**src/rtl/wdtu_params.svh**
```systemverilog
/*
 watchdog timer unit constants: register offsets, field positions, timing.
 assumes inclusion by bare name from rtl/.
*/
`ifndef WDTU_PARAMS_SVH
`define WDTU_PARAMS_SVH

// byte addresses on the register bus
`define WDTU_OFS_CSR 12'h000
`define WDTU_OFS_CCP 12'h004
`define WDTU_OFS_RST 12'h008
`define WDTU_OFS_CMD 12'h00c
`define WDTU_ADDR_W 12

// control/status bit positions
`define WDTU_B_IF 7
`define WDTU_B_IE 6
`define WDTU_B_P3 5
`define WDTU_B_RSV 4
`define WDTU_B_RE 3
// reset cause bit position
`define WDTU_B_RF 3
// command bits
`define WDTU_B_CMD_RESTART 0
`define WDTU_B_CMD_VECTOR 1

`define WDTU_SIGNATURE 8'hd8
`define WDTU_PRE_MAX 4'h9
`define WDTU_WIN_CYC 3'h4
`define WDTU_CNT_W 21
// 2048 oscillator cycles for code 0, doubling per code
`define WDTU_BASE_SHIFT 11

// oscillator tick: 50 MHz / 128 kHz = 390.625, rounded down
`define WDTU_SYS_KHZ 50000
`define WDTU_OSC_KHZ 128
`define WDTU_OSC_DIV (`WDTU_SYS_KHZ / `WDTU_OSC_KHZ)
`define WDTU_DIV_W 9

// axi response codes
`define WDTU_RESP_OKAY 2'h0
`define WDTU_RESP_SLVERR 2'h2

`endif

```
**src/rtl/wdtu_pkg.sv**
```systemverilog
/*
 watchdog timer unit types.
 assumes wdtu_params.svh sits beside it.
*/
`include "wdtu_params.svh"
package wdtu_pkg;
    typedef enum logic [1:0] {
        WDTU_MODE_STOP = 2'b00,
        WDTU_MODE_IRQ = 2'b01,
        WDTU_MODE_RST = 2'b10,
        WDTU_MODE_BOTH = 2'b11
    } wdtu_mode_e;
    typedef enum logic [1:0] {
        WDTU_AX_IDLE = 2'b00,
        WDTU_AX_RESP = 2'b01
    } wdtu_ax_e;
    typedef logic [`WDTU_CNT_W-1:0] wdtu_cnt_t;
endpackage

```
**src/rtl/wdtu_tick_if.sv**
```systemverilog
/*
 carrier between core and oscillator tick divider.
 assumes one clock domain.
*/
`timescale 1ns/10ps
interface wdtu_tick_if;
    logic tick;
    modport src (output tick);
    modport dst (input tick);
endinterface
```
**src/rtl/wdtu_core.sv**
```systemverilog
/*
 watchdog timer unit: counter, mode logic, protected writes, axi4-lite slave.
 assumes one 50 MHz clock, the cpu pulses restart and vector through a command register,
 and the reset request is caught by the reset controller which then applies arst_n.
*/
//
// Overview of operation
// - counter advances on a 128 kHz oscillator tick, independent of bus traffic.
// - restart command clears the counter so the period starts from zero.
// - counter clears while disabled and on any device reset.
// - ten time-out lengths in oscillator cycles, chosen by prescale field.
// - in reset mode an elapsed period requests a system reset.
// - fuse unprogrammed: starts disabled, disable needs unlock, period free.
// - fuse programmed: always enabled, reset-enable reads one, period change needs unlock.
// - level 1 plain write of one to reset-enable enables watchdog.
// - level 2 period change after unlock; written reset-enable value ignored.
// - bit 7 flag set on time-out in interrupt operation.
// - flag cleared by vector execution or writing one.
// - interrupt request while flag and bit 6 enable are both set.
// - mode from reset-enable and irq-enable; programmed fuse forces reset only.
// - combined mode: first time-out sets flag; vector clears enable and flag.
// - combined mode: unserviced flag at next time-out gives system reset.
// - reset-enable reads set while reset flag set; clearable only after.
// - bit 4 reserved, reads zero.
// - prescale bits 5 and 2:0; 2048 to 1048576 cycles; codes above 9 reserved.
// - reset flag set by watchdog reset; cleared by power-on or writing zero.
//
`timescale 1ns/10ps
`include "wdtu_params.svh"
module wdtu_core
    import wdtu_pkg::*;
#(
    parameter int OSC_DIV = `WDTU_OSC_DIV // sys_clk cycles per oscillator tick
)
(
    input wire logic sys_clk, // 50 MHz clock
    input wire logic arst_n, // async reset, active low
    input wire logic por_n, // power-on reset, active low
    input wire logic always_on_fuse, // 1 = programmed (level 2)
    input wire logic [`WDTU_ADDR_W-1:0] s_axi_awaddr, // write address
    input wire logic s_axi_awvalid, // write address valid
    output logic s_axi_awready, // write address ready
    input wire logic [31:0] s_axi_wdata, // write data
    input wire logic [3:0] s_axi_wstrb, // write strobes
    input wire logic s_axi_wvalid, // write data valid
    output logic s_axi_wready, // write data ready
    output logic [1:0] s_axi_bresp, // write response
    output logic s_axi_bvalid, // write response valid
    input wire logic s_axi_bready, // write response ready
    input wire logic [`WDTU_ADDR_W-1:0] s_axi_araddr, // read address
    input wire logic s_axi_arvalid, // read address valid
    output logic s_axi_arready, // read address ready
    output logic [31:0] s_axi_rdata, // read data
    output logic [1:0] s_axi_rresp, // read response
    output logic s_axi_rvalid, // read data valid
    input wire logic s_axi_rready, // read data ready
    output logic timeout_irq, // watchdog interrupt request
    output logic sys_reset_req // one-cycle system reset request
);
    //////////////////////////////////////////////////////////////////////////////
    // state
    logic timeout_irq_flag_ff;
    logic timeout_irq_enable_ff;
    logic system_reset_enable_ff;
    logic [3:0] timeout_prescale_select_ff;
    logic watchdog_reset_flag_ff;
    logic [2:0] win_ff;
    wdtu_cnt_t cnt_ff;
    logic fuse_ff;
    logic fuse_cap_ff;
    wdtu_ax_e wst_ff;
    wdtu_ax_e rst_ff;
    logic aw_got_ff;
    logic w_got_ff;
    logic [`WDTU_ADDR_W-1:0] awaddr_ff;
    logic [31:0] wdata_ff;
    logic [3:0] wstrb_ff;

    wdtu_tick_if tk ();

    wdtu_osc_div #(
        .OSC_DIV(OSC_DIV)
    ) u_div (
        .sys_clk(sys_clk),
        .arst_n(arst_n),
        .tk(tk)
    );

    //////////////////////////////////////////////////////////////////////////////
    // fuse strap caught after reset release; forced level 2 lasts until reset
    always_ff @(posedge sys_clk or negedge arst_n) begin
        if (!arst_n) begin
            fuse_cap_ff <= 1'b0;
            fuse_ff <= 1'b0;
        end else if (!fuse_cap_ff) begin
            fuse_cap_ff <= 1'b1;
            fuse_ff <= always_on_fuse;
        end
    end

    //////////////////////////////////////////////////////////////////////////////
    // axi4-lite write channel
    logic wr_fire;
    logic wr_ok;
    logic wr_csr;
    logic wr_ccp;
    logic wr_rst;
    logic wr_cmd;
    logic [7:0] wb;
    assign wr_fire = (wst_ff == WDTU_AX_IDLE) && aw_got_ff && w_got_ff;
    assign wr_ok = wstrb_ff[0];
    assign wb = wdata_ff[7:0];
    assign wr_csr = wr_fire && wr_ok && (awaddr_ff == `WDTU_OFS_CSR);
    assign wr_ccp = wr_fire && wr_ok && (awaddr_ff == `WDTU_OFS_CCP);
    assign wr_rst = wr_fire && wr_ok && (awaddr_ff == `WDTU_OFS_RST);
    assign wr_cmd = wr_fire && wr_ok && (awaddr_ff == `WDTU_OFS_CMD);

    always_ff @(posedge sys_clk or negedge arst_n) begin
        if (!arst_n) begin
            aw_got_ff <= 1'b0;
            w_got_ff <= 1'b0;
            awaddr_ff <= '0;
            wdata_ff <= '0;
            wstrb_ff <= '0;
            s_axi_awready <= 1'b0;
            s_axi_wready <= 1'b0;
            s_axi_bvalid <= 1'b0;
            s_axi_bresp <= `WDTU_RESP_OKAY;
            wst_ff <= WDTU_AX_IDLE;
        end else begin
            s_axi_awready <= (wst_ff == WDTU_AX_IDLE) && !aw_got_ff && !s_axi_awready;
            s_axi_wready <= (wst_ff == WDTU_AX_IDLE) && !w_got_ff && !s_axi_wready;
            if (s_axi_awvalid && s_axi_awready) begin
                aw_got_ff <= 1'b1;
                awaddr_ff <= s_axi_awaddr;
                s_axi_awready <= 1'b0;
            end
            if (s_axi_wvalid && s_axi_wready) begin
                w_got_ff <= 1'b1;
                wdata_ff <= s_axi_wdata;
                wstrb_ff <= s_axi_wstrb;
                s_axi_wready <= 1'b0;
            end
            case (wst_ff)
                WDTU_AX_IDLE: begin
                    if (wr_fire) begin
                        aw_got_ff <= 1'b0;
                        w_got_ff <= 1'b0;
                        s_axi_bvalid <= 1'b1;
                        s_axi_bresp <= (awaddr_ff[`WDTU_ADDR_W-1:4] == '0 && awaddr_ff[1:0] == 2'b00)
                            ? `WDTU_RESP_OKAY : `WDTU_RESP_SLVERR;
                        wst_ff <= WDTU_AX_RESP;
                    end
                end
                WDTU_AX_RESP: begin
                    if (s_axi_bready) begin
                        s_axi_bvalid <= 1'b0;
                        wst_ff <= WDTU_AX_IDLE;
                    end
                end
                default: wst_ff <= WDTU_AX_IDLE;
            endcase
        end
    end

    //////////////////////////////////////////////////////////////////////////////
    // protected-change window
    logic prot_wr;
    logic win_open;
    assign win_open = (win_ff != 3'h0);
    assign prot_wr = wr_csr && win_open;

    always_ff @(posedge sys_clk or negedge arst_n) begin
        if (!arst_n) begin
            win_ff <= 3'h0;
        end else if (wr_ccp && wb == `WDTU_SIGNATURE) begin
            win_ff <= `WDTU_WIN_CYC;
        end else if (prot_wr) begin
            win_ff <= 3'h0;
        end else if (win_open) begin
            win_ff <= win_ff - 3'h1;
        end
    end

    //////////////////////////////////////////////////////////////////////////////
    // mode and timing
    logic re_eff;
    logic enabled;
    logic timeout;
    logic vector_exec;
    logic restart;
    logic [`WDTU_CNT_W-1:0] limit;
    wdtu_mode_e mode;
    assign re_eff = system_reset_enable_ff | watchdog_reset_flag_ff | fuse_ff;
    always_comb begin
        if (fuse_ff) begin
            mode = WDTU_MODE_RST;
        end else begin
            mode = wdtu_mode_e'({re_eff, timeout_irq_enable_ff});
        end
    end
    assign enabled = (mode != WDTU_MODE_STOP);
    assign vector_exec = wr_cmd && wb[`WDTU_B_CMD_VECTOR];
    assign restart = wr_cmd && wb[`WDTU_B_CMD_RESTART];
    // reserved codes fall back to the longest period
    assign limit = (timeout_prescale_select_ff > `WDTU_PRE_MAX)
        ? (`WDTU_CNT_W'(1) << (`WDTU_BASE_SHIFT + 9))
        : (`WDTU_CNT_W'(1) << (`WDTU_BASE_SHIFT + timeout_prescale_select_ff));
    // a count left above a freshly shortened period still expires at the next tick
    assign timeout = enabled && tk.tick && (cnt_ff >= limit - `WDTU_CNT_W'(1));

    always_ff @(posedge sys_clk or negedge arst_n) begin
        if (!arst_n) begin
            cnt_ff <= '0;
        end else if (restart || !enabled || timeout) begin
            cnt_ff <= '0;
        end else if (tk.tick) begin
            cnt_ff <= cnt_ff + `WDTU_CNT_W'(1);
        end
    end

    logic rst_now;
    always_comb begin
        case (mode)
            WDTU_MODE_RST: rst_now = timeout;
            WDTU_MODE_BOTH: rst_now = timeout && timeout_irq_flag_ff;
            default: rst_now = 1'b0;
        endcase
    end

    //////////////////////////////////////////////////////////////////////////////
    // control/status fields
    logic irq_set;
    assign irq_set = timeout && (mode == WDTU_MODE_IRQ || mode == WDTU_MODE_BOTH);

    always_ff @(posedge sys_clk or negedge arst_n) begin
        if (!arst_n) begin
            timeout_irq_flag_ff <= 1'b0;
        end else if (irq_set) begin
            timeout_irq_flag_ff <= 1'b1;
        end else if (vector_exec || (wr_csr && wb[`WDTU_B_IF])) begin
            timeout_irq_flag_ff <= 1'b0;
        end
    end

    always_ff @(posedge sys_clk or negedge arst_n) begin
        if (!arst_n) begin
            timeout_irq_enable_ff <= 1'b0;
        end else if (vector_exec && mode == WDTU_MODE_BOTH) begin
            timeout_irq_enable_ff <= 1'b0;
        end else if (wr_csr) begin
            timeout_irq_enable_ff <= wb[`WDTU_B_IE];
        end
    end

    logic pre_free;
    assign pre_free = !fuse_ff || prot_wr;
    always_ff @(posedge sys_clk or negedge arst_n) begin
        if (!arst_n) begin
            system_reset_enable_ff <= 1'b0;
            timeout_prescale_select_ff <= 4'h0;
        end else if (wr_csr) begin
            // clearing needs the window at level 1; at level 2 the written value is moot
            if (wb[`WDTU_B_RE]) begin
                system_reset_enable_ff <= 1'b1;
            end else if (prot_wr && !watchdog_reset_flag_ff) begin
                system_reset_enable_ff <= 1'b0;
            end
            if (pre_free) begin
                timeout_prescale_select_ff <= {wb[`WDTU_B_P3], wb[2:0]};
            end
        end
    end

    // cleared by power-on or a written zero, not by arst_n, so it survives the watchdog reset it reports
    always_ff @(posedge sys_clk or negedge por_n) begin
        if (!por_n) begin
            watchdog_reset_flag_ff <= 1'b0;
        end else if (rst_now) begin
            watchdog_reset_flag_ff <= 1'b1;
        end else if (wr_rst && !wb[`WDTU_B_RF]) begin
            watchdog_reset_flag_ff <= 1'b0;
        end
    end

    always_ff @(posedge sys_clk or negedge arst_n) begin
        if (!arst_n) begin
            sys_reset_req <= 1'b0;
            timeout_irq <= 1'b0;
        end else begin
            sys_reset_req <= rst_now;
            timeout_irq <= (timeout_irq_flag_ff || irq_set) && timeout_irq_enable_ff;
        end
    end

    //////////////////////////////////////////////////////////////////////////////
    // axi4-lite read channel
    logic [7:0] csr_rd;
    assign csr_rd = {timeout_irq_flag_ff, timeout_irq_enable_ff, timeout_prescale_select_ff[3],
        1'b0, re_eff, timeout_prescale_select_ff[2:0]};

    always_ff @(posedge sys_clk or negedge arst_n) begin
        if (!arst_n) begin
            s_axi_arready <= 1'b0;
            s_axi_rvalid <= 1'b0;
            s_axi_rdata <= '0;
            s_axi_rresp <= `WDTU_RESP_OKAY;
            rst_ff <= WDTU_AX_IDLE;
        end else begin
            case (rst_ff)
                WDTU_AX_IDLE: begin
                    s_axi_arready <= !s_axi_arready;
                    if (s_axi_arvalid && s_axi_arready) begin
                        s_axi_arready <= 1'b0;
                        s_axi_rvalid <= 1'b1;
                        s_axi_rresp <= `WDTU_RESP_OKAY;
                        rst_ff <= WDTU_AX_RESP;
                        case (s_axi_araddr)
                            `WDTU_OFS_CSR: s_axi_rdata <= {24'h0, csr_rd};
                            `WDTU_OFS_RST: s_axi_rdata <= {28'h0, watchdog_reset_flag_ff, 3'h0};
                            `WDTU_OFS_CCP: s_axi_rdata <= 32'h0;
                            `WDTU_OFS_CMD: s_axi_rdata <= 32'h0;
                            default: begin
                                s_axi_rdata <= 32'h0;
                                s_axi_rresp <= `WDTU_RESP_SLVERR;
                            end
                        endcase
                    end
                end
                WDTU_AX_RESP: begin
                    if (s_axi_rready) begin
                        s_axi_rvalid <= 1'b0;
                        rst_ff <= WDTU_AX_IDLE;
                    end
                end
                default: rst_ff <= WDTU_AX_IDLE;
            endcase
        end
    end

    //////////////////////////////////////////////////////////////////////////////
    // checks
    restart_clears_a: assert property (@(posedge sys_clk) disable iff (!arst_n)
        restart |=> cnt_ff == '0)
        else $error("restart did not clear counter");
    disabled_idle_a: assert property (@(posedge sys_clk) disable iff (!arst_n)
        !enabled |=> cnt_ff == '0)
        else $error("counter ran while disabled");
    reset_pulse_a: assert property (@(posedge sys_clk) disable iff (!arst_n)
        (timeout && mode == WDTU_MODE_RST) |=> sys_reset_req ##1 !sys_reset_req)
        else $error("reset mode timeout gave no one-cycle reset");
    level2_reads_a: assert property (@(posedge sys_clk) disable iff (!arst_n)
        fuse_ff |-> csr_rd[`WDTU_B_RE] && mode == WDTU_MODE_RST)
        else $error("level 2 not forced to reset mode");
    flag_sets_a: assert property (@(posedge sys_clk) disable iff (!arst_n)
        irq_set |=> timeout_irq_flag_ff)
        else $error("timeout flag not set");
    flag_clear_a: assert property (@(posedge sys_clk) disable iff (!arst_n)
        (vector_exec && !irq_set) |=> !timeout_irq_flag_ff)
        else $error("vector did not clear flag");
    irq_follows_a: assert property (@(posedge sys_clk) disable iff (!arst_n)
        (timeout_irq_flag_ff && timeout_irq_enable_ff) |=> timeout_irq)
        else $error("irq request missing");
    combined_second_a: assert property (@(posedge sys_clk) disable iff (!arst_n)
        (timeout && mode == WDTU_MODE_BOTH && timeout_irq_flag_ff) |=> sys_reset_req)
        else $error("unserviced combined timeout gave no reset");
    flag_holds_re_a: assert property (@(posedge sys_clk) disable iff (!arst_n)
        watchdog_reset_flag_ff |-> csr_rd[`WDTU_B_RE])
        else $error("reset enable not held by reset flag");
    reserved_zero_a: assert property (@(posedge sys_clk) disable iff (!arst_n)
        csr_rd[`WDTU_B_RSV] == 1'b0)
        else $error("reserved bit not zero");
    window_len_a: assert property (@(posedge sys_clk) disable iff (!arst_n)
        (wr_ccp && wb == `WDTU_SIGNATURE) |=> win_open [*4] ##1 (!win_open || $past(wr_ccp)))
        else $error("window length wrong");
endmodule

```
**src/rtl/wdtu_osc_div.sv**
```systemverilog
/*
 divider giving one-cycle 128 kHz enable pulses from sys_clk.
 assumes sys_clk at 50 MHz.
*/
`timescale 1ns/10ps
`include "wdtu_params.svh"
module wdtu_osc_div
    import wdtu_pkg::*;
#(
    parameter int OSC_DIV = `WDTU_OSC_DIV // sys_clk cycles per tick
)
(
    input wire logic sys_clk, // system clock
    input wire logic arst_n, // async reset, active low
    wdtu_tick_if.src tk // tick out
);
    logic [`WDTU_DIV_W-1:0] cnt_ff;

    always_ff @(posedge sys_clk or negedge arst_n) begin
        if (!arst_n) begin
            cnt_ff <= '0;
            tk.tick <= 1'b0;
        end else if (cnt_ff == `WDTU_DIV_W'(OSC_DIV - 1)) begin
            cnt_ff <= '0;
            tk.tick <= 1'b1;
        end else begin
            cnt_ff <= cnt_ff + 1'b1;
            tk.tick <= 1'b0;
        end
    end

    tick_spacing_a: assert property (@(posedge sys_clk) disable iff (!arst_n)
        tk.tick |-> (cnt_ff == '0) ##1 !tk.tick)
        else $error("oscillator tick too frequent");
endmodule

```
**config.mk**
```make
export PLATFORM = sky130hd
export DESIGN_NAME = wdtu_core
export DESIGN_NICKNAME = d
export VERILOG_FILES = /design/src/rtl/wdtu_pkg.sv /design/src/rtl/wdtu_tick_if.sv /design/src/rtl/wdtu_core.sv /design/src/rtl/wdtu_osc_div.sv
export VERILOG_INCLUDE_DIRS = /design/src /design/src/rtl
export SDC_FILE = /design/constraint.sdc
export NUM_CORES = 1
export LEC_CHECK = 0
export ABC_CLOCK_PERIOD_IN_PS = 8100
export BUFFER_PORTS_ARGS = -buffer_cell sky130_fd_sc_hd__clkbuf_2
export CAP_MARGIN = 20
export CORE_UTILIZATION = 59
export DETAILED_ROUTE_END_ITERATION = 12
export PLACE_DENSITY = 0.86
export SYNTH_ARGS = -nofsm -noshare
export SYNTH_HDL_FRONTEND = slang
export SYNTH_SLANG_ARGS = --single-unit
```
**constraint.sdc**
```tcl
create_clock -name sys_clk -period 8.1 [get_ports sys_clk]
set_clock_uncertainty 0.05 [all_clocks]
set_input_delay 1.62 -clock sys_clk [delete_from_list [all_inputs] [get_ports sys_clk]]
set_output_delay 1.62 -clock sys_clk [all_outputs]
set_load 0.05 [all_outputs]
```
==> flow_metrics.py, run 1 <==
metrics = {
    "timing": {
        "timing.hold.ws_ns": 0.433,
        "max_slew_margin_pct": 37.1,
        "fin_crit_sh_pct": 54.4,
        "maxSlewViolCount": 0,
        "fin_crit_ns": 4.41,
        "tightest_slew_ns": 0.935,
        "fin_tns_setup_ns": 0,
        "setup_violations": 0,
        "setup_ws_ns": 3.69,
        "fmax_ghz": 0.227,
        "rsz0062_at_grt": "false",
        "report.final.hold_viol_count": 0,
    },
    "synthesis": {
        "synth_edf_count": 0,
        "synth_ff_type": "dfrtp_1",
        "avgSynthCellArea_um2": 10.1,
        "yosysSeqAreaShare_pct": 42.5,
        "syn_inst": 483,
        "ys_ff_latch": 83,
        "yosysUniqueCellTypes": 66,
        "syn_area_um2": 4890,
        "async_flop_share_pct": 100,
        "yosysWarnings": 0,
    },
    "cts": {
        "cts_hold_buf": 0,
        "cts_buffers": 9,
        "clockBufferDepth": 2,
        "cts_tree": "yes",
        "cts_sinks": 83,
        "clk_latency_ns": 0.35,
        "cts_resized": 0,
        "cts_root_buf": "clkbuf_8",
        "clk_pin_slew_worst_paths_ns": 0.09,
        "cts_htree_levels": 3,
        "post_cts_buffers": 0,
    },
    "placed_design": {
        "dp_hpwl_mm": 6.81,
        "place_congestion": 0.875,
        "dp_slack_ns": 3.77,
        "dp.cells": 634,
        "io_buffers": 57,
    },
    "cells_and_area": {
        "final_cell_mix": "dfrtp_1 (83), clkbuf_2 (56), nor2_1 (52), conb_1 (34), nand2_1 (32)",
        "drive_above_1_share_pct": 23.2,
        "final_common_cell": "dfrtp_1",
        "area.growth.synth_to_final_pct": 10.1,
        "fin_cells": 650,
        "fin_util_pct": 68.2,
        "fin_nets": 642,
        "num_antenna_cells": 0,
    },
    "floorplanning": {
        "rows": 32,
        "coreArea_um2": 7890,
        "die_area_um2": 8650,
        "initial_core_util_pct": 61.9,
        "ios": 112,
        "die_w_um": 93,
        "die_y_um": 93,
    },
    "power_and_ir_drop": {
        "internal-power_mw": 0.762,
        "power_switching_mw": 0.411,
        "switching_share_pct": 35.1,
        "p_leak_nw": 2.50,
        "pwr-share-comb_pct": 24.9,
        "clkPwrFrac_pct": 25.8,
        "p_per_area_nw_per_um2": 218,
        "pwr-share-seq_pct": 49.3,
        "ir_drop_mv": 0.218,
    },
    "global_routing": {
        "grt_pass1_wl_mm": 15.9,
        "antenna_found_initial": 0,
        "grt_pass1_vias": 3600,
        "grt_max_degree": 83,
        "grtUsageTotal_pct": 23.5,
        "grt_overflow_total": 0,
    },
    "critical_path": {
        "crit_type": "reg2reg",
        "crit_chain": "or2_2, inv_1, ha_1, o31ai_1, nand2_1, a31oi_1, a41oi_1, ha_1, nand3_1, nor3_1, nand4_1, o211a_1, o21ai_2, nor2_1",
        "critical-path-top-delay-family": "compound AO/OA/AOI/OAI gates",
        "r2r-start": "timeout_prescale_select_ff[1]$_DFFE_PN0P_",
        "path_max_fanout": 18,
        "cp.required_ns": 8.25,
        "endpoint_kind": "flip-flop",
        "arrival_ns": 4.56,
        "cp_common_cell": "ha_1",
        "path_buf_inv": 1,
        "worstSetupStartpoint": "timeout_prescale_select_ff[1]$_DFFE_PN0P_",
        "slowest_stage": "dfrtp_1",
        "critPathLaunchType": "flip-flop",
        "slowest_delay_ns": 0.69,
    },
    "hold_path": {
        "hp-class": "reg2reg",
        "worstHoldStart": "s_axi_wready$_DFF_PN0_",
    },
    "run_status": {
        "status": "complete, no violations",
    },
    "run": {
        "max_cap_violations": 0,
    },
    "routing": {
        "vias_per_cell": 5.64,
        "drt_iter0_markers": 133,
        "drc": 0,
        "dr.pass1.iters": 6,
        "wl_per_cell_um": 14.5,
        "dr_total_vias": 3664,
        "antenna_left": 0,
        "routed_wl_mm": 9.44,
    },
}
-- worst paths after layout --
path	endpoint	slack, ns	depth (start not counted)
setup reg to reg	cnt_ff[15]$_DFFE_PN0P_	3.69	14
min in group asynchronous	watchdog_reset_flag_ff$_DFFE_PN0P_	0.99	1
setup / recovery	cnt_ff[15]$_DFFE_PN0P_	3.69	14
hold / removal	s_axi_wready$_DFF_PN0_	0.43	1
hold reg to reg	s_axi_wready$_DFF_PN0_	0.43	1
max in group asynchronous	u_div.cnt_ff[5]$_DFF_PN0_	6.31	2
-- final cells by class --
type / instances / area [um2]
Clock inverter: 5 / 61.3
Multi-Input combinational cell: 374 / 2590
Clock buffer: 10 / 138
Tap cell: 102 / 128
Timing Repair Buffer: 58 / 315
Sequential cell: 83 / 2080
Fill cell: 581 / 2510
Inverter: 18 / 67.6
-- state kept, by name, summed over array words and instances, names as in the netlist, 3 cells and up --
name                        flops
timeout_prescale_select_ff      4
awaddr_ff                      12
u_div.cnt_ff                    9
wdata_ff                        8
cnt_ff                         21
s_axi_rdata                     7
win_ff                          3
-- power by group through the flow --
| stage | Sequential [mW] | Combinational (mW) | Clock, mW |
|---|---|---|---|
| final | 0.578 | 0.292 | 0.303 |
| after detailed placement | 0.585 | 0.290 | 0 |
| after global routing | 0.589 | 0.319 | 0.322 |
| after CTS | 0.577 | 0.292 | 0.307 |
| after floorplan | 0.609 | 0.193 | 0 |
| after global placement | 0.578 | 0.275 | 0 |
-- synthesized netlist by cell type, types with 2 or more instances --
library cell | count | share of area [%]
dfrtp_1 | 83 | 43
nor2_1 | 52 | 4.0
nand2_1 | 32 | 2.5
buf_4 | 29 | 4.5
ha_1 | 29 | 7.4
mux2_2 | 24 | 5.5
xnor2_1 | 24 | 4.3
a21oi_1 | 23 | 2.4
inv_1 | 18 | 1.4
nand3_1 | 16 | 1.6
nor3_1 | 15 | 1.5
o21ai_0 | 13 | 1.3
nor3_2 | 9 | 1.8
xor2_1 | 9 | 1.6
clkbuf_1 | 8 | 0.61
a22o_1 | 7 | 1.3
nand4_1 | 5 | 0.64
nor3b_1 | 5 | 0.77
nor4_1 | 5 | 0.64
and3_1 | 4 | 0.51
and4_1 | 4 | 0.72
nor2b_1 | 4 | 0.51
nor4_2 | 4 | 1.0
a21o_1 | 3 | 0.46
nand2b_1 | 3 | 0.38
nor4b_2 | 3 | 0.92
a211oi_1 | 2 | 0.31
a31oi_1 | 2 | 0.26
a32oi_1 | 2 | 0.36
conb_1 | 2 | 0.15
mux2_1 | 2 | 0.46
nand4b_1 | 2 | 0.36
nor2_2 | 2 | 0.26
o21a_1 | 2 | 0.31
o22ai_1 | 2 | 0.26
o31a_1 | 2 | 0.36
o31ai_1 | 2 | 0.31
or2_2 | 2 | 0.26
-- kinds of logic after synthesis --
family / Yosys count / synth area share [%]
other: 2 / 0.154
adders and majority gates: 29 / 7.43
and+or+nand+nor: 178 / 20.7
AOI/OAI and AO/OA: 73 / 10.2
muxes: 27 / 6.20
buffers and inverters: 58 / 6.86
xor gates and xnor gates: 33 / 5.92
DFF: 83 / 42.5
-- metal layers --
layer / global-route usage [%] / vias to the layer above / part of all wire, %
li1: - / 1776 / -
met1: 27.4 / 1790 / 43
met2: 42.7 / 89 / 52
met3: 4.80 / 9 / 3.5
met4: 7.82 / 0 / 1.1
met5: 0 / - / 0
-- through the flow --
step,power [mW],instance area (um2)
after floorplan,0.802,5010
after global placement,0.854,5150
after detailed placement,0.874,5150
after CTS,1.18,5350
after global routing,1.23,5380
final,1.17,5380
Note: power is estimated with default switching activity, not from simulation.
==> run 2, diff against run 1 <==
Settings changed: ABC_CLOCK_PERIOD_IN_PS 8100 to 3740, CORE_UTILIZATION 59 to 49, PLACE_DENSITY 0.86 to 0.76.
Clock period 8.1 ns to 3.74 ns, I/O delays scaled along.
==> run 2 against run 1 <==
- total power up 120%
- final cell count up 6.3%
- hold slack worse by 0.35 ns
- first-iteration DRC count up 20%
- critical endpoint is now cnt_ff[2]$_DFFE_PN0P_
- critical path depth unchanged
==> flow_metrics.py, run 2 (same netlist as run 1, synthesis figures left out) <==
metrics = {
    "run_status": {
        "status": "complete, no violations",
    },
    "cts": {
        "clockBufferDepth": 2,
        "clk_pin_slew_worst_paths_ns": 0.09,
        "cts_buffers": 9,
        "cts_tree": "yes",
        "cts_root_buf": "clkbuf_8",
        "cts_sinks": 83,
        "cts_htree_levels": 3,
        "cts_hold_buf": 0,
        "clk_latency_ns": 0.36,
    },
    "critical_path": {
        "cp_common_cell": "ha_1",
        "endpoint_kind": "flip-flop",
        "slowest_delay_ns": 0.38,
        "reg2reg_depth": 14,
        "slowest_stage": "dfrtp_1",
        "crit_chain": "or2_2, inv_1, ha_1, nand2b_1, nor3_2, xor2_1, ha_1, a211oi_1, o21ai_1, a221oi_2, o211ai_1, buf_4, nor3_1, o31a_1",
        "critPathLaunchType": "flip-flop",
        "arrival_ns": 3.73,
        "cp.required_ns": 3.99,
        "reg2reg_slack_ns": 0.26,
        "r2r-start": "timeout_prescale_select_ff[1]$_DFFE_PN0P_",
        "crit_type": "reg2reg",
        "path_max_fanout": 6,
        "timing.rr.end": "cnt_ff[2]$_DFFE_PN0P_",
    },
    "floorplanning": {
        "initial_core_util_pct": 50.2,
        "ios": 112,
        "die_y_um": 102,
        "coreArea_um2": 9730,
        "die_w_um": 102,
        "rows": 36,
        "die_area_um2": 10400,
    },
    "power_and_ir_drop": {
        "p_per_area_nw_per_um2": 462,
        "pwr-share-comb_pct": 24.7,
        "ir_drop_mv": 0.438,
        "switching_share_pct": 35.5,
        "clkPwrFrac_pct": 26.7,
        "pwr-share-seq_pct": 48.7,
        "internal-power_mw": 1.65,
        "p_leak_nw": 2.57,
        "power_switching_mw": 0.908,
    },
    "timing": {
        "setup_violations": 0,
        "fmax_ghz": 0.287,
        "fin_crit_ns": 3.48,
        "setup_ws_ns": 0.260,
        "max_slew_margin_pct": 30.9,
        "fin_crit_sh_pct": 93.0,
        "fin_tns_setup_ns": 0,
        "tightest_slew_ns": 1.03,
        "report.final.hold_viol_count": 0,
        "rsz0062_at_grt": "false",
        "maxSlewViolCount": 0,
    },
    "cells_and_area": {
        "largest_register": "cnt_ff",
        "drive_above_1_share_pct": 25.3,
        "final-seq-area_um2": 2080,
        "fin_cells": 691,
        "nFillCells": 861,
        "reg_top3": "cnt_ff: 21 flops, awaddr_ff: 12 flops, u_div.cnt_ff: 9 flops",
        "final_common_cell": "dfrtp_1",
        "final_cell_mix": "dfrtp_1 (83), clkbuf_2 (56), nor2_1 (52), conb_1 (34), nand2_1 (32)",
        "largest_reg_flops": 21,
        "num_antenna_cells": 0,
        "multi_input_area_um2": 2620,
        "fin_nets": 651,
        "area.growth.synth_to_final_pct": 13.2,
    },
    "routing": {
        "dr_total_vias": 3695,
        "antenna_left": 0,
        "drc": 0,
        "vias_per_cell": 5.35,
        "wl_per_cell_um": 14.0,
        "dr.pass1.iters": 4,
        "routed_wl_mm": 9.68,
        "drt_iter0_markers": 159,
    },
    "hold_path": {
        "hp-class": "in2async",
    },
    "placed_design": {
        "dp_hpwl_mm": 7.09,
        "dp_slack_ns": 0.189,
        "io_buffers": 57,
        "place_congestion": 0.874,
        "dp.cells": 674,
    },
    "global_routing": {
        "grt_pass1_wl_mm": 16.5,
        "antenna_found_initial": 0,
        "grt_max_degree": 83,
        "grtUsageTotal_pct": 20.5,
        "grt_overflow_total": 0,
        "grt_pass1_vias": 3664,
    },
    "run": {
        "max_cap_violations": 0,
    },
}
-- run 2: power groups by stage --
stage	clock network [mW]	logic, mW	registers [mW]
finish	0.681	0.631	1.24
detailed placement	0	0.626	1.26
global route	0.736	0.697	1.27
floorplan	0	0.418	1.32
global placement	0	0.605	1.25
CTS	0.701	0.629	1.24
-- run 2: area by class of cell --
class | instances | share of cell area [%]
clock inverters | 7 | 1.54
well taps | 133 | 3.01
inverters | 18 | 1.22
flip-flops and latches | 83 | 37.6
clock buffers | 9 | 2.24
repair buffers | 67 | 7.15
multi-input cells | 374 | 47.3
-- run 2: per-layer routing --
| layer | GRT usage (%) | vias to the layer above | part of all wire (%) |
|---|---|---|---|
| li1 | - | 1789 | - |
| met1 | 24.6 | 1794 | 44 |
| met2 | 35.6 | 94 | 49 |
| met3 | 5.06 | 18 | 4.5 |
| met4 | 7.91 | 0 | 2.1 |
| met5 | 0 | - | 0 |
-- run 2: metrics by stage --
stage / hold WS, ns / total power [mW] / instance area, um2 / utilization, %
global route: 0.0680 / 2.70 / 5530 / 56.8
CTS: 0.0699 / 2.57 / 5480 / 56.3
floorplan: 0.402 / 1.74 / 5010 / -
finish: 0.0872 / 2.56 / 5530 / 56.8
detailed placement: 0.422 / 1.89 / 5270 / 54.2
global placement: 0.417 / 1.85 / 5270 / 54.2
-- run 2: repair_timing --
action | in CTS | in global routing
endpoints found under the setup margin | 0 | 25
resized for setup | 0 | 6
setup buffers | 0 | 0
-- run 2: worst max-delay path by stage --
| stage | start | endpoint | cells past startpoint |
|---|---|---|---|
| final | timeout_prescale_select_ff[1]$_DFFE_PN0P_ | cnt_ff[2]$_DFFE_PN0P_ | 14 |
| after CTS | timeout_prescale_select_ff[1]$_DFFE_PN0P_ | cnt_ff[2]$_DFFE_PN0P_ | 14 |
| after global routing | timeout_prescale_select_ff[1]$_DFFE_PN0P_ | cnt_ff[2]$_DFFE_PN0P_ | 14 |
| after global placement | timeout_prescale_select_ff[1]$_DFFE_PN0P_ | cnt_ff[4]$_DFFE_PN0P_ | 14 |
| after floorplan | timeout_prescale_select_ff[1]$_DFFE_PN0P_ | cnt_ff[10]$_DFFE_PN0P_ | 17 |
| after detailed placement | timeout_prescale_select_ff[1]$_DFFE_PN0P_ | cnt_ff[14]$_DFFE_PN0P_ | 14 |
-- run 2: critical path: cells and delay by family (launching register included) --
| family | cells | cell delay (ns) |
|---|---|---|
| buffers and inverters | 2 | 0.34 |
| xor gates and xnor gates | 1 | 0.19 |
| DFF | 1 | 0.38 |
| and+or+nand+nor | 4 | 0.90 |
| adders and majority gates | 2 | 0.59 |
| AOI/OAI and AO/OA | 5 | 0.97 |
==> run 3, diff against run 2 <==
Settings changed: CORE_MARGIN set to 10.
==> run 3 against run 2 <==
- utilization down 0.064 points
- sequential share of layout area about the same
- critical path depth unchanged
- flip-flop and latch count unchanged
- combinational power up 1%
- non-clock buffer count up 3
- first-iteration DRC count down 8.2%
- fmax down 0.29%
==> flow_metrics.py, run 3 (same netlist as run 1, synthesis figures left out) <==
metrics = {
    "cells_and_area": {
        "fin_nets": 654,
        "final_common_cell": "dfrtp_1",
        "drive_above_1_share_pct": 24.8,
        "largest_reg_flops": 21,
        "final_cell_mix": "dfrtp_1 (83), clkbuf_2 (56), nor2_1 (52), conb_1 (34), nand2_1 (32)",
        "fin_util_pct": 56.8,
        "reg_top3": "cnt_ff: 21 flops, awaddr_ff: 12 flops, u_div.cnt_ff: 9 flops",
        "fin_cells": 694,
        "num_antenna_cells": 0,
        "area.growth.synth_to_final_pct": 13.1,
        "largest_register": "cnt_ff",
        "nFillCells": 846,
        "final_cell_area_um2": 5520,
    },
    "cts": {
        "clk_latency_ns": 0.34,
        "clockBufferDepth": 2,
        "cts_sinks": 83,
        "clk_pin_slew_worst_paths_ns": 0.08,
        "cts_hold_buf": 0,
        "cts_root_buf": "clkbuf_8",
        "cts_buffers": 9,
        "cts_htree_levels": 3,
        "cts_tree": "yes",
    },
    "floorplanning": {
        "die_area_um2": 14400,
        "rows": 36,
        "coreArea_um2": 9730,
        "initial_core_util_pct": 50.2,
        "ios": 112,
        "die_w_um": 120,
        "die_y_um": 120,
    },
    "timing": {
        "max_slew_margin_pct": 49.8,
        "fin_crit_ns": 3.49,
        "setup_ws_ns": 0.250,
        "setup_violations": 0,
        "rsz0062_at_grt": "false",
        "timing.hold.ws_ns": 0.116,
        "fin_crit_sh_pct": 93.3,
        "maxSlewViolCount": 0,
        "fin_tns_setup_ns": 0,
        "fmax_ghz": 0.287,
        "tightest_slew_ns": 0.753,
        "report.final.hold_viol_count": 0,
    },
    "critical_path": {
        "path_max_fanout": 17,
        "arrival_ns": 3.71,
        "cp.required_ns": 3.96,
        "reg2reg_slack_ns": 0.25,
        "slowest_stage": "a221oi_1",
        "crit_chain": "or2_2, inv_1, ha_1, nand2b_1, nor3_1, xor2_1, ha_1, a211oi_1, o21ai_0, a221oi_1, o211a_1, o21ai_4, buf_12, nor2_1",
        "crit_type": "reg2reg",
        "cp_common_cell": "ha_1",
        "critical-path-top-delay-family": "compound AO/OA/AOI/OAI gates",
        "critPathLaunchType": "flip-flop",
        "slowest_delay_ns": 0.38,
        "path_buf_inv": 2,
        "endpoint_kind": "flip-flop",
    },
    "placed_design": {
        "io_buffers": 57,
        "dp_hpwl_mm": 7.95,
        "placed_area_um2": 5260,
        "dp_slack_ns": -0.0686,
        "place_congestion": 0.856,
        "dp.cells": 674,
    },
    "global_routing": {
        "grt_overflow_total": 0,
        "grt_pass1_vias": 3890,
        "antenna_found_initial": 0,
        "grt_pass1_wl_mm": 18.0,
        "grt_max_degree": 83,
        "grtUsageTotal_pct": 14.7,
    },
    "run": {
        "max_cap_violations": 0,
    },
    "power_and_ir_drop": {
        "ir_drop_mv": 0.457,
        "total_power_mw": 2.52,
        "p_per_area_nw_per_um2": 457,
        "p_leak_nw": 2.57,
    },
    "hold_path": {
        "hp-class": "in2async",
    },
    "routing": {
        "drc": 0,
        "wl_per_cell_um": 14.8,
        "vias_per_cell": 5.32,
        "antenna_left": 0,
        "dr_total_vias": 3694,
        "dr.pass1.iters": 4,
        "drt_iter0_markers": 146,
        "routed_wl_mm": 10.3,
    },
    "run_status": {
        "status": "complete, no violations",
    },
}
## run 3: area by class of cell
| cell class | instances | area [um2] | area share [%] |
|---|---|---|---|
| clock buffers | 11 | 131 | 2.38 |
| clock inverters | 5 | 60.1 | 1.09 |
| inverters | 18 | 67.6 | 1.22 |
| multi-input cells | 374 | 2610 | 47.2 |
| flip-flops and latches | 83 | 2080 | 37.6 |
| well taps | 133 | 166 | 3.01 |
| repair buffers | 70 | 415 | 7.52 |
## run 3: power by group
group	switching (mW)	internal [mW]
Combinational	0.387	0.252
Clock	0.322	0.313
Sequential	0.172	1.08
Total	0.880	1.64
## run 3: final timing paths
kind                       cells past startpoint                                      start                            endpoint
max                                           14  timeout_prescale_select_ff[1]$_DFFE_PN0P_              cnt_ff[13]$_DFFE_PN0P_
min                                            1                                      por_n  watchdog_reset_flag_ff$_DFFE_PN0P_
max reg2reg                                   14  timeout_prescale_select_ff[1]$_DFFE_PN0P_              cnt_ff[13]$_DFFE_PN0P_
min reg2reg                                    1                    s_axi_awready$_DFF_PN0_             s_axi_awready$_DFF_PN0_
max in group asynchronous                      2                                     arst_n                 aw_got_ff$_DFF_PN0_
min in group sys_clk                           1                    s_axi_awready$_DFF_PN0_             s_axi_awready$_DFF_PN0_
## run 3: repair_timing
action                     in CTS  in global routing
pin swaps                       0                  2
setup buffers                   0                  2
setup endpoints to repair      17                 23
cloned                          0                  0
gates resized for setup         1                  1
## run 3: layer usage
metal / global-route usage (%) / share of wire (%) / vias up
met5: 0 / 0 / -
met4: 3.85 / 1.1 / 0
met3: 4.64 / 6.2 / 10
met2: 25.2 / 52 / 83
met1: 17.3 / 41 / 1807
li1: - / - / 1794
